<file path="src/pkg/tmrb_pkg.sv">
// Function
// - each register decodes at distinct read and write pointer values, except the offset, which reads and writes at 0x11
// - first byte of every write loads the pointer register
// - measurement registers are loaded by the converter only, read-only on bus
// - status bit 7 reads one while a conversion runs
// - status flags sit at bits 6 to 2, bits 1 and 0 reserved
// - any set flag sets the alarm latch and pulls the alarm low
// - status read clears only flags whose cause has gone
// - flags stay set until status read or reset
// - alarm latch clears on alert-address read, only when all is clear
// - config bit 6 selects run (0) or standby (1)
// - standby pin low forces standby regardless of config
// - measurements hold their values during standby
// - config bit 7 masks the alarm output
// - rate code divides conversions: period is fastest times 2^(7-code)
// - high limit trips on greater, low limit on less, strictly
// - limits compare as signed values, negative allowed
// - signed offset is added to every remote measurement
// - write to one-shot address starts one conversion, data dropped
// - measurements reset to 0x80, high limits 0x7F, low limits 0xC9
// - one-shot in standby converts once then stays in standby
// - results are 8-bit two's complement, one count per degree
package tmrb_pkg;
  // read pointer values
  localparam logic [7:0] RD_LOC_TEMP = 8'h00;
  localparam logic [7:0] RD_REM_TEMP = 8'h01;
  localparam logic [7:0] RD_STATUS = 8'h02;
  localparam logic [7:0] RD_CONFIG = 8'h03;
  localparam logic [7:0] RD_RATE = 8'h04;
  localparam logic [7:0] RD_LOC_HI = 8'h05;
  localparam logic [7:0] RD_LOC_LO = 8'h06;
  localparam logic [7:0] RD_REM_HI = 8'h07;
  localparam logic [7:0] RD_REM_LO = 8'h08;
  localparam logic [7:0] RD_OFFSET = 8'h11;
  localparam logic [7:0] RD_MAKER = 8'hFE;
  localparam logic [7:0] RD_REVISION = 8'hFF;
  // write pointer values
  localparam logic [7:0] WR_CONFIG = 8'h09;
  localparam logic [7:0] WR_RATE = 8'h0A;
  localparam logic [7:0] WR_LOC_HI = 8'h0B;
  localparam logic [7:0] WR_LOC_LO = 8'h0C;
  localparam logic [7:0] WR_REM_HI = 8'h0D;
  localparam logic [7:0] WR_REM_LO = 8'h0E;
  localparam logic [7:0] WR_ONE_SHOT = 8'h0F;
  localparam logic [7:0] WR_OFFSET = 8'h11;
  // field positions
  localparam int ST_BUSY_BIT = 7;
  localparam int ST_FLAG_LSB = 2;
  localparam int FLAG_LOC_OVER = 4;
  localparam int FLAG_LOC_UNDER = 3;
  localparam int FLAG_REM_OVER = 2;
  localparam int FLAG_REM_UNDER = 1;
  localparam int FLAG_OPEN = 0;
  localparam int CFG_BLOCK_BIT = 7;
  localparam int CFG_STANDBY_BIT = 6;
  // reset values
  localparam logic [7:0] TEMP_RST = 8'h80;
  localparam logic [7:0] HIGH_RST = 8'h7F;
  localparam logic [7:0] LOW_RST = 8'hC9;
  localparam logic [1:0] CFG_RST = 2'h0;
  localparam logic [2:0] RATE_RST = 3'h2;
  localparam logic [7:0] OFFSET_RST = 8'h00;
  localparam logic [4:0] FLAGS_RST = 5'h00;
  localparam logic [7:0] BAD_READ = 8'hFF;
  localparam logic [2:0] MAX_CODE = 3'h7;
  // timing: fastest conversion period
  localparam int CLK_HZ = 20_000_000;
  localparam int FAST_PERIOD_MS = 125;
  localparam int FAST_PERIOD_CYC = CLK_HZ / 1000 * FAST_PERIOD_MS;
  // one converter result
  typedef struct packed {
    logic open;
    logic [7:0] rem;
    logic [7:0] loc;
  } tmrb_meas_t;
endpackage : tmrb_pkg

</file>
<file path="src/hw/tmrb_top.sv">
`timescale 1ns/1ps
`default_nettype none
module tmrb_top #(
  parameter int unsigned FAST_PERIOD = tmrb_pkg::FAST_PERIOD_CYC,
  parameter logic [7:0] MAKER_ID = 8'h5A, // arbitrary value
  parameter logic [7:0] REVISION_ID = 8'h10 // arbitrary value
) (
  // clock, reset, enable
  input wire logic clock_in,
  input wire logic rst_in,
  input wire logic ce_in,
  // byte port from the bus engine
  input wire logic wr_valid_in,
  input wire logic wr_first_in,
  input wire logic [7:0] wr_data_in,
  input wire logic rd_req_in,
  input wire logic ara_read_in,
  output logic [7:0] rd_data_out,
  output logic rd_valid_out,
  output logic alert_pending_out,
  // converter
  output logic conv_start_out,
  input wire logic conv_done_in,
  input wire tmrb_pkg::tmrb_meas_t conv_result_in,
  // pins
  input wire logic standby_pin_n_in,
  output logic alert_n_out
);
  typedef enum logic [0:0] {CV_IDLE, CV_BUSY} tmrb_conv_state_t;

  tmrb_conv_state_t conv_state;
  logic [7:0] pointer;
  logic [7:0] loc_temp;
  logic [7:0] rem_temp;
  logic [7:0] loc_hi;
  logic [7:0] loc_lo;
  logic [7:0] rem_hi;
  logic [7:0] rem_lo;
  logic [7:0] rem_offset;
  logic [1:0] cfg;
  logic [2:0] rate_code;
  logic [4:0] alert_flags;
  logic [4:0] next_flags;
  logic [4:0] flag_cause;
  logic [31:0] period_cnt;
  logic pin_meta;
  logic pin_sync;
  logic remote_open;
  logic run_is_shot;
  logic oneshot_pend;
  logic cmp_pulse;
  logic alert_latch;
  logic standby;
  logic timer_hit;
  logic data_wr;
  logic status_rd;
  logic store;

  // rate code to period in cycles
  function automatic logic [31:0] rate_period(input logic [2:0] code);
    rate_period = FAST_PERIOD << (tmrb_pkg::MAX_CODE - code);
  endfunction : rate_period

  // read mux over the read pointer values
  function automatic logic [7:0] read_mux(input logic [7:0] ptr);
    case (ptr)
      tmrb_pkg::RD_LOC_TEMP: read_mux = loc_temp;
      tmrb_pkg::RD_REM_TEMP: read_mux = rem_temp;
      tmrb_pkg::RD_STATUS: read_mux = {conv_state == CV_BUSY, alert_flags, 2'h0};
      tmrb_pkg::RD_CONFIG: read_mux = {cfg, 6'h00};
      tmrb_pkg::RD_RATE: read_mux = {5'h00, rate_code};
      tmrb_pkg::RD_LOC_HI: read_mux = loc_hi;
      tmrb_pkg::RD_LOC_LO: read_mux = loc_lo;
      tmrb_pkg::RD_REM_HI: read_mux = rem_hi;
      tmrb_pkg::RD_REM_LO: read_mux = rem_lo;
      tmrb_pkg::RD_OFFSET: read_mux = rem_offset;
      tmrb_pkg::RD_MAKER: read_mux = MAKER_ID;
      tmrb_pkg::RD_REVISION: read_mux = REVISION_ID;
      default: read_mux = tmrb_pkg::BAD_READ;
    endcase
  endfunction : read_mux

  // access strobes, standby and timer hit
  assign data_wr = wr_valid_in && !wr_first_in;
  assign status_rd = rd_req_in && (pointer == tmrb_pkg::RD_STATUS);
  assign standby = cfg[0] || !pin_sync;
  assign timer_hit = period_cnt >= rate_period(rate_code) - 32'h1;
  // a standby result is kept only if a one-shot asked for it
  assign store = (conv_state == CV_BUSY) && conv_done_in && (run_is_shot || !standby);

  // standby pin synchroniser
  always_ff @(posedge clock_in) begin
    if (rst_in) begin
      pin_meta <= 1'b1;
      pin_sync <= 1'b1;
    end else if (ce_in) begin
      pin_meta <= standby_pin_n_in;
      pin_sync <= pin_meta;
    end
  end

  // pointer loads from the first write byte
  always_ff @(posedge clock_in) begin
    if (rst_in) begin
      pointer <= 8'h00;
    end else if (ce_in && wr_valid_in && wr_first_in) begin
      pointer <= wr_data_in;
    end
  end

  // writable registers, decoded on write pointer values only
  always_ff @(posedge clock_in) begin
    if (rst_in) begin
      cfg <= tmrb_pkg::CFG_RST;
      rate_code <= tmrb_pkg::RATE_RST;
      loc_hi <= tmrb_pkg::HIGH_RST;
      loc_lo <= tmrb_pkg::LOW_RST;
      rem_hi <= tmrb_pkg::HIGH_RST;
      rem_lo <= tmrb_pkg::LOW_RST;
      rem_offset <= tmrb_pkg::OFFSET_RST;
    end else if (ce_in && data_wr) begin
      case (pointer)
        tmrb_pkg::WR_CONFIG: cfg <= wr_data_in[tmrb_pkg::CFG_BLOCK_BIT -: 2];
        tmrb_pkg::WR_RATE: rate_code <= wr_data_in[2:0]; // upper bits dropped
        tmrb_pkg::WR_LOC_HI: loc_hi <= wr_data_in;
        tmrb_pkg::WR_LOC_LO: loc_lo <= wr_data_in;
        tmrb_pkg::WR_REM_HI: rem_hi <= wr_data_in;
        tmrb_pkg::WR_REM_LO: rem_lo <= wr_data_in;
        tmrb_pkg::WR_OFFSET: rem_offset <= wr_data_in;
        default: ;
      endcase
    end
  end

  // read answer, one cycle after the request
  always_ff @(posedge clock_in) begin
    if (rst_in) begin
      rd_data_out <= 8'h00;
      rd_valid_out <= 1'b0;
    end else if (ce_in) begin
      rd_valid_out <= rd_req_in;
      if (rd_req_in) begin
        rd_data_out <= read_mux(pointer);
      end
    end
  end

  // one-shot request; a new write wins over the consuming start
  always_ff @(posedge clock_in) begin
    if (rst_in) begin
      oneshot_pend <= 1'b0;
    end else if (ce_in) begin
      if (data_wr && pointer == tmrb_pkg::WR_ONE_SHOT) begin
        oneshot_pend <= 1'b1;
      end else if (conv_state == CV_IDLE) begin
        oneshot_pend <= 1'b0;
      end
    end
  end

  // conversion period timer, parked in standby
  always_ff @(posedge clock_in) begin
    if (rst_in) begin
      period_cnt <= 32'h0;
    end else if (ce_in) begin
      if (standby || conv_start_out || conv_state == CV_BUSY) begin
        period_cnt <= 32'h0;
      end else if (!timer_hit) begin
        period_cnt <= period_cnt + 32'h1;
      end
    end
  end

  // conversion sequencer
  always_ff @(posedge clock_in) begin
    if (rst_in) begin
      conv_state <= CV_IDLE;
      conv_start_out <= 1'b0;
      run_is_shot <= 1'b0;
    end else if (ce_in) begin
      conv_start_out <= 1'b0;
      case (conv_state)
        CV_IDLE: begin
          if (oneshot_pend || (!standby && timer_hit)) begin
            conv_state <= CV_BUSY;
            conv_start_out <= 1'b1;
            run_is_shot <= oneshot_pend;
          end
        end
        CV_BUSY: begin
          if (conv_done_in) begin
            conv_state <= CV_IDLE;
          end
        end
        default: conv_state <= CV_IDLE;
      endcase
    end
  end

  // measurement store; compare runs once after reset too
  always_ff @(posedge clock_in) begin
    if (rst_in) begin
      loc_temp <= tmrb_pkg::TEMP_RST;
      rem_temp <= tmrb_pkg::TEMP_RST;
      remote_open <= 1'b0;
      cmp_pulse <= 1'b1;
    end else if (ce_in) begin
      cmp_pulse <= store;
      if (store) begin
        loc_temp <= conv_result_in.loc;
        rem_temp <= conv_result_in.rem + rem_offset;
        remote_open <= conv_result_in.open;
      end
    end
  end

  // signed limit causes
  assign flag_cause[tmrb_pkg::FLAG_LOC_OVER] = $signed(loc_temp) > $signed(loc_hi);
  assign flag_cause[tmrb_pkg::FLAG_LOC_UNDER] = $signed(loc_temp) < $signed(loc_lo);
  assign flag_cause[tmrb_pkg::FLAG_REM_OVER] = $signed(rem_temp) > $signed(rem_hi);
  assign flag_cause[tmrb_pkg::FLAG_REM_UNDER] = $signed(rem_temp) < $signed(rem_lo);
  assign flag_cause[tmrb_pkg::FLAG_OPEN] = remote_open;

  // sticky flags: set beats the read clear
  always_comb begin
    next_flags = alert_flags;
    if (status_rd) begin
      next_flags = alert_flags & flag_cause;
    end
    if (cmp_pulse) begin
      next_flags = next_flags | flag_cause;
    end
  end

  always_ff @(posedge clock_in) begin
    if (rst_in) begin
      alert_flags <= tmrb_pkg::FLAGS_RST;
    end else if (ce_in) begin
      alert_flags <= next_flags;
    end
  end

  // alarm latch; status reads leave it alone
  always_ff @(posedge clock_in) begin
    if (rst_in) begin
      alert_latch <= 1'b0;
    end else if (ce_in) begin
      if (|alert_flags) begin
        alert_latch <= 1'b1;
      end else if (ara_read_in && !(|flag_cause)) begin
        alert_latch <= 1'b0;
      end
    end
  end

  // pin drive; masking also hides a latch already set
  always_ff @(posedge clock_in) begin
    if (rst_in) begin
      alert_n_out <= 1'b1;
      alert_pending_out <= 1'b0;
    end else if (ce_in) begin
      alert_n_out <= !(alert_latch && !cfg[1]);
      alert_pending_out <= alert_latch;
    end
  end
endmodule : tmrb_top
`default_nettype wire

</file>
<file path="config.mk">
export PLATFORM = sky130hd
export DESIGN_NAME = tmrb_top
export DESIGN_NICKNAME = d
export VERILOG_FILES = /design/src/pkg/tmrb_pkg.sv /design/src/hw/tmrb_top.sv
export SDC_FILE = /design/constraint.sdc
export NUM_CORES = 1
export LEC_CHECK = 0
export ABC_CLOCK_PERIOD_IN_PS = 6050
export BUFFER_PORTS_ARGS = -buffer_cell sky130_fd_sc_hd__clkbuf_2
export CORE_UTILIZATION = 50
export CTS_CLUSTER_SIZE = 16
export DETAILED_ROUTE_END_ITERATION = 8
export PLACE_DENSITY = 0.73
export SLEW_MARGIN = 25
export SYNTH_ARGS = -nofsm -noshare
export SYNTH_HDL_FRONTEND = slang
export SYNTH_SLANG_ARGS = --single-unit
</file>
<file path="constraint.sdc">
create_clock -name clock_in -period 6.05 [get_ports clock_in]
set_input_delay 0.605 -clock clock_in [delete_from_list [all_inputs] [get_ports clock_in]]
set_output_delay 0.605 -clock clock_in [all_outputs]
set_load 0.05 [all_outputs]
</file>
* After elaboration in Yosys (flattened, before gate mapping)
Index checks and enable logic that the tools add are counted.
** Cells by class
- Add/subtract/negate cells :: 4
- Order comparisons :: 5
- Equality and inequality tests :: 20
- Shift-type cells :: 1
- Muxes and demuxes :: 13
- Bitwise logic cells :: 3
- Reduce and logical (&&, ||, !) cells :: 39
** Operator list (number)
- $pmux 8 s12 :: 1
- $eq 8x4->1 const B :: 8
- $mux 32 :: 2
- $add 32x1->32 const B :: 1
- $eq 8x3->1 const B :: 4
- $ge 32x32->1 :: 1
- $shl 22x3->32 const A :: 1
- $sub 32x1->32 const B :: 1
- $reduce_and 2->1 :: 12
- $eq 8x2->1 const B :: 2
- $eq 8x8->1 const B :: 2
- $gt 8x8->1 :: 2
- $lt 8x8->1 :: 2
- $logic_and 1x1->1 :: 11
- $mux 5 :: 2
- $reduce_or 5->1 :: 2
- $add 8x8->8 :: 1
- $eq 8x1->1 const B :: 1
- $eq 8x5->1 const B :: 1
- $logic_not 8->1 :: 1
- $mux 1 :: 7
- $logic_not 1->1 :: 6
- $and 5x5->5 :: 1
- $logic_or 1x1->1 :: 5
- 7 further kinds :: 8
** Word-level totals
- Register bits after elaboration :: 126
- Output and inout port bits :: 12

* Logic depth before layout (Yosys ltp)
- Depth after elaboration :: 8
- Depth in mapped cells :: 20

* Worst setup path before layout
No wires, ideal clock.
- Path kind :: flip-flop to flip-flop
- Start :: register rate_code[1]
- End :: register period_cnt[18]
- Setup time :: 0.071 ns
- Arrival time :: 4.343 ns
- Data required time :: 5.979 ns
- Slack :: 1.636 ns
- Cell stages (with the launch flop) :: 19
- Buffers on the path :: 2
- Cell sequence :: dfxtp_1 clkbuf_1 inv_1 ha_1 clkbuf_1 clkinv_1 or3_1 o31ai_1 nand3_1 mux2_2 a21oi_1 ha_1 a21oi_1 o21ai_0 a41o_1 o21a_1 nor4_1 or3b_1 a21oi_1
** Between the ends
- Longest elaborated chain between the ends :: 6
** Ends and longest elaborated chain
- start, declared :: line tmrb_top.sv:41 : logic [2:0] rate_code;
- start signal, assigned :: line tmrb_top.sv:115 : rate_code <= tmrb_pkg::RATE_RST;
- start signal, assigned :: line tmrb_top.sv:124 : tmrb_pkg::WR_RATE: rate_code <= wr_data_in[2:0];
- $sub 3x3->3 :: line tmrb_top.sv:61 : rate_period = FAST_PERIOD << (tmrb_pkg::MAX_CODE - code);
- $shl 22x3->32 :: line tmrb_top.sv:61
- $sub 32x1->32 :: line tmrb_top.sv:87 : assign timer_hit = period_cnt >= rate_period(rate_code) - 32'h1;
- $ge 32x32->1 :: line tmrb_top.sv:87
- $ne 2x1->1 (no line)
- $reduce_and 2->1 (no line)
- end signal, assigned :: line tmrb_top.sv:169 : period_cnt <= period_cnt + 32'h1;
- end, declared :: line tmrb_top.sv:45 : logic [31:0] period_cnt;
Every way passes these cells.
A chain may end at the register's enable or synchronous reset.

* Final worst setup path
Same ends and word-level chain as after synthesis.

==> results.cfg <==
[placed_design]
io_buffers = 45
gp_congestion = 0.941
dp.cells = 1191
dp_hpwl_um = 15500
dpl_cell_area_um2 = 8230
pre_cts_slack_ps = 1250

[floorplanning]
die_w_um = 128
core_um2 = 15300
dieArea_um2 = 16300
initial_core_util_pct = 51.5
io_pins = 46
die_height_um = 128
num_rows = 45

[clock_tree]
clock-sinks = 126
clk_pin_slew_ps = 60
cts_tree = done
cts_buffer_depth = 2
hold_buffers = 0
cts_resized = 0
cts_root_buf = clkbuf_16
numCtsBuffers = 17
post-cts-setup-buffers = 0
cts-htree-levels = 4
clk_latency_ps = 430

[timing]
setup_tns_ps = 0
worst_pin_slew_ps = 1030
finalCriticalPeriod_ps = 4910
final_max_slew_viol_count = 0
finalClockSkew_ps = 8.01
rsz0062_at_grt = false
relSlewSlack_pct = 31.4
max_freq_mhz = 204
hold_ws_ps = 386
finalHoldViolCount = 0
post-route-period-util_pct = 81.2
setup_slack_ps = 1140
setup_viol = 0

[worst_setup_path]
crit_path_end_kind = flip-flop
worstSetupPathType = reg -> reg
cp.arrival_ps = 5260
cp_max_fo = 12
start_kind = flip-flop
cp.required_ps = 6400

[power_and_ir_drop]
p_total_mw = 2.02
power_per_cell_area_nw_per_um2 = 229
ir_drop_uv = 200
leakagePower_nw = 3.75

[synthesis]
ys_types = 67
postSynthCellCount = 978
synth-warning-count = 0
synthFlopType = dfxtp_1
async_flop_share_pct = 0
avgSynthCellArea_um2 = 8.06
syn_area_um2 = 7890
synth_edf_count = 0
ys_ff_latch = 126
yosysSeqAreaShare_pct = 32.0

[drt]
dr.pass1.iters = 5
drt-total-wl_um = 21200
drc = 0
dr_total_vias = 7373
drtAntennaViolNets = 0
via_per_inst = 6.03
avgRoutedWirePerCell_um = 17.3
drtIter0Drc = 753

[final_layout]
instances_no_fill = 1223
antenna_cells = 0
layout-drive-gt1-share_pct = 10.1
n_fill_cell = 1450
stdcell_area_um2 = 8840
final_util_pct = 57.8
area_delta_synth_final_pct = 12.2
nets = 1108

[hold_path]
hold_path.class = in -> reg

[global_route]
antenna_found_initial = 0
first_global_vias = 6613
grt_pass1_wl_um = 34100
grt_overflow = 0
track_usage_pct = 27.0
grt_max_degree = 98

[status]
status = finished clean

[run]
maxCapViolations = 0
-- metal layers --
metal  up-vias  share of wire [%]  track usage (%)
met2       276                 42             39.5
li1       3612                  -                -
met5         -                  0                0
met1      3445                 48             38.2
met4         0                2.5             10.2
met3        40                7.4             6.45
-- flip-flops by register name (all words and copies together), names as in the netlist, 2 cells and up --
signal / flops
alert_flags: 5
cfg: 2
loc_hi: 8
loc_lo: 8
loc_temp: 8
period_cnt: 32
pointer: 8
rate_code: 3
rd_data_out: 8
rem_hi: 8
rem_lo: 8
rem_offset: 8
rem_temp: 8
-- cell usage in the layout, fill, tap and decap left out, types with 12 or more instances in the layout --
master | synthesis | routed
xnor2_1 | 13 | 13
a211o_1 | 27 | 27
clkbuf_16 | 0 | 17
o21ai_0 | 17 | 17
dfxtp_1 | 126 | 126
a21oi_1 | 96 | 94
clkbuf_2 | 0 | 44
nand4_1 | 28 | 28
or4_1 | 16 | 16
ha_1 | 74 | 74
nand2_1 | 82 | 82
nor2_1 | 108 | 107
nand2b_1 | 14 | 14
mux2i_1 | 21 | 21
nor3_1 | 14 | 14
a21o_1 | 12 | 12
inv_1 | 59 | 59
nand3_1 | 35 | 35
-- cell type report --
type | instances | area [µm²] | area share [%]
sequential | 126 | 2520 | 28.5
timing repair buffer | 51 | 270 | 3.06
tap | 211 | 264 | 2.98
inverter | 60 | 225 | 2.55
multi-input combinational | 743 | 4960 | 56.0
clock buffer | 18 | 439 | 4.97
clock inverter | 14 | 166 | 1.88
-- worst paths after layout --
kind         slack [ps]              start              to  depth (start not counted)
max                1140       rate_code[1]  period_cnt[18]                         16
min                 390  conv_result_in[7]     loc_temp[7]                          3
max reg2reg        1140       rate_code[1]  period_cnt[18]                         16
min reg2reg         460        run_is_shot     run_is_shot                          2
-- cell families (layout without fill, tap and decap cells) --
| logic type | Yosys count | in the layout | synth area share (%) |
|---|---|---|---|
| DFF | 126 | 126 | 32.0 |
| other | 1 | 3 | 0.0476 |
| muxes | 24 | 24 | 3.38 |
| and+or+nand+nor | 369 | 369 | 23.6 |
| AOI/OAI and AO/OA | 251 | 251 | 21.3 |
| buffers and inverters | 111 | 143 | 5.38 |
| adders and majority gates | 75 | 75 | 12.0 |
| xor gates and xnor gates | 21 | 21 | 2.33 |
-- synthesized netlist by cell type (17+ instances only) --
cell	n	area, µm²
nand2_1	82	308
nand4_1	28	175
o21ai_0	17	85.1
a21oi_1	96	480
dfxtp_1	126	2520
nand3_1	35	175
a211o_1	27	236
clkbuf_1	43	161
mux2i_1	21	210
inv_1	59	221
ha_1	74	926
nor2_1	108	405
-- power by group --
part | switching, mW | internal [mW] | total [mW] | leakage, nW
sequential | 0.0115 | 0.841 | 0.853 | 1.02
combinational | 0.0826 | 0.0348 | 0.117 | 2.44
clock | 0.396 | 0.657 | 1.05 | 0.288
total | 0.490 | 1.53 | 2.02 | 3.75
-- worst max-delay path, cell delays in order, from the launching register on --
cell	delay, ps
dfxtp_1	610
inv_1	190
ha_1	470
clkinv_1	300
or3_1	430
o31ai_1	80
nand3_1	110
mux2_2	300
a21oi_1	160
ha_1	280
a21oi_1	140
o21ai_0	90
a41o_1	220
o21a_1	230
nor4_1	660
or3b_1	410
a21oi_1	140
No activity file was read; power rests on OpenSTA's default activity.
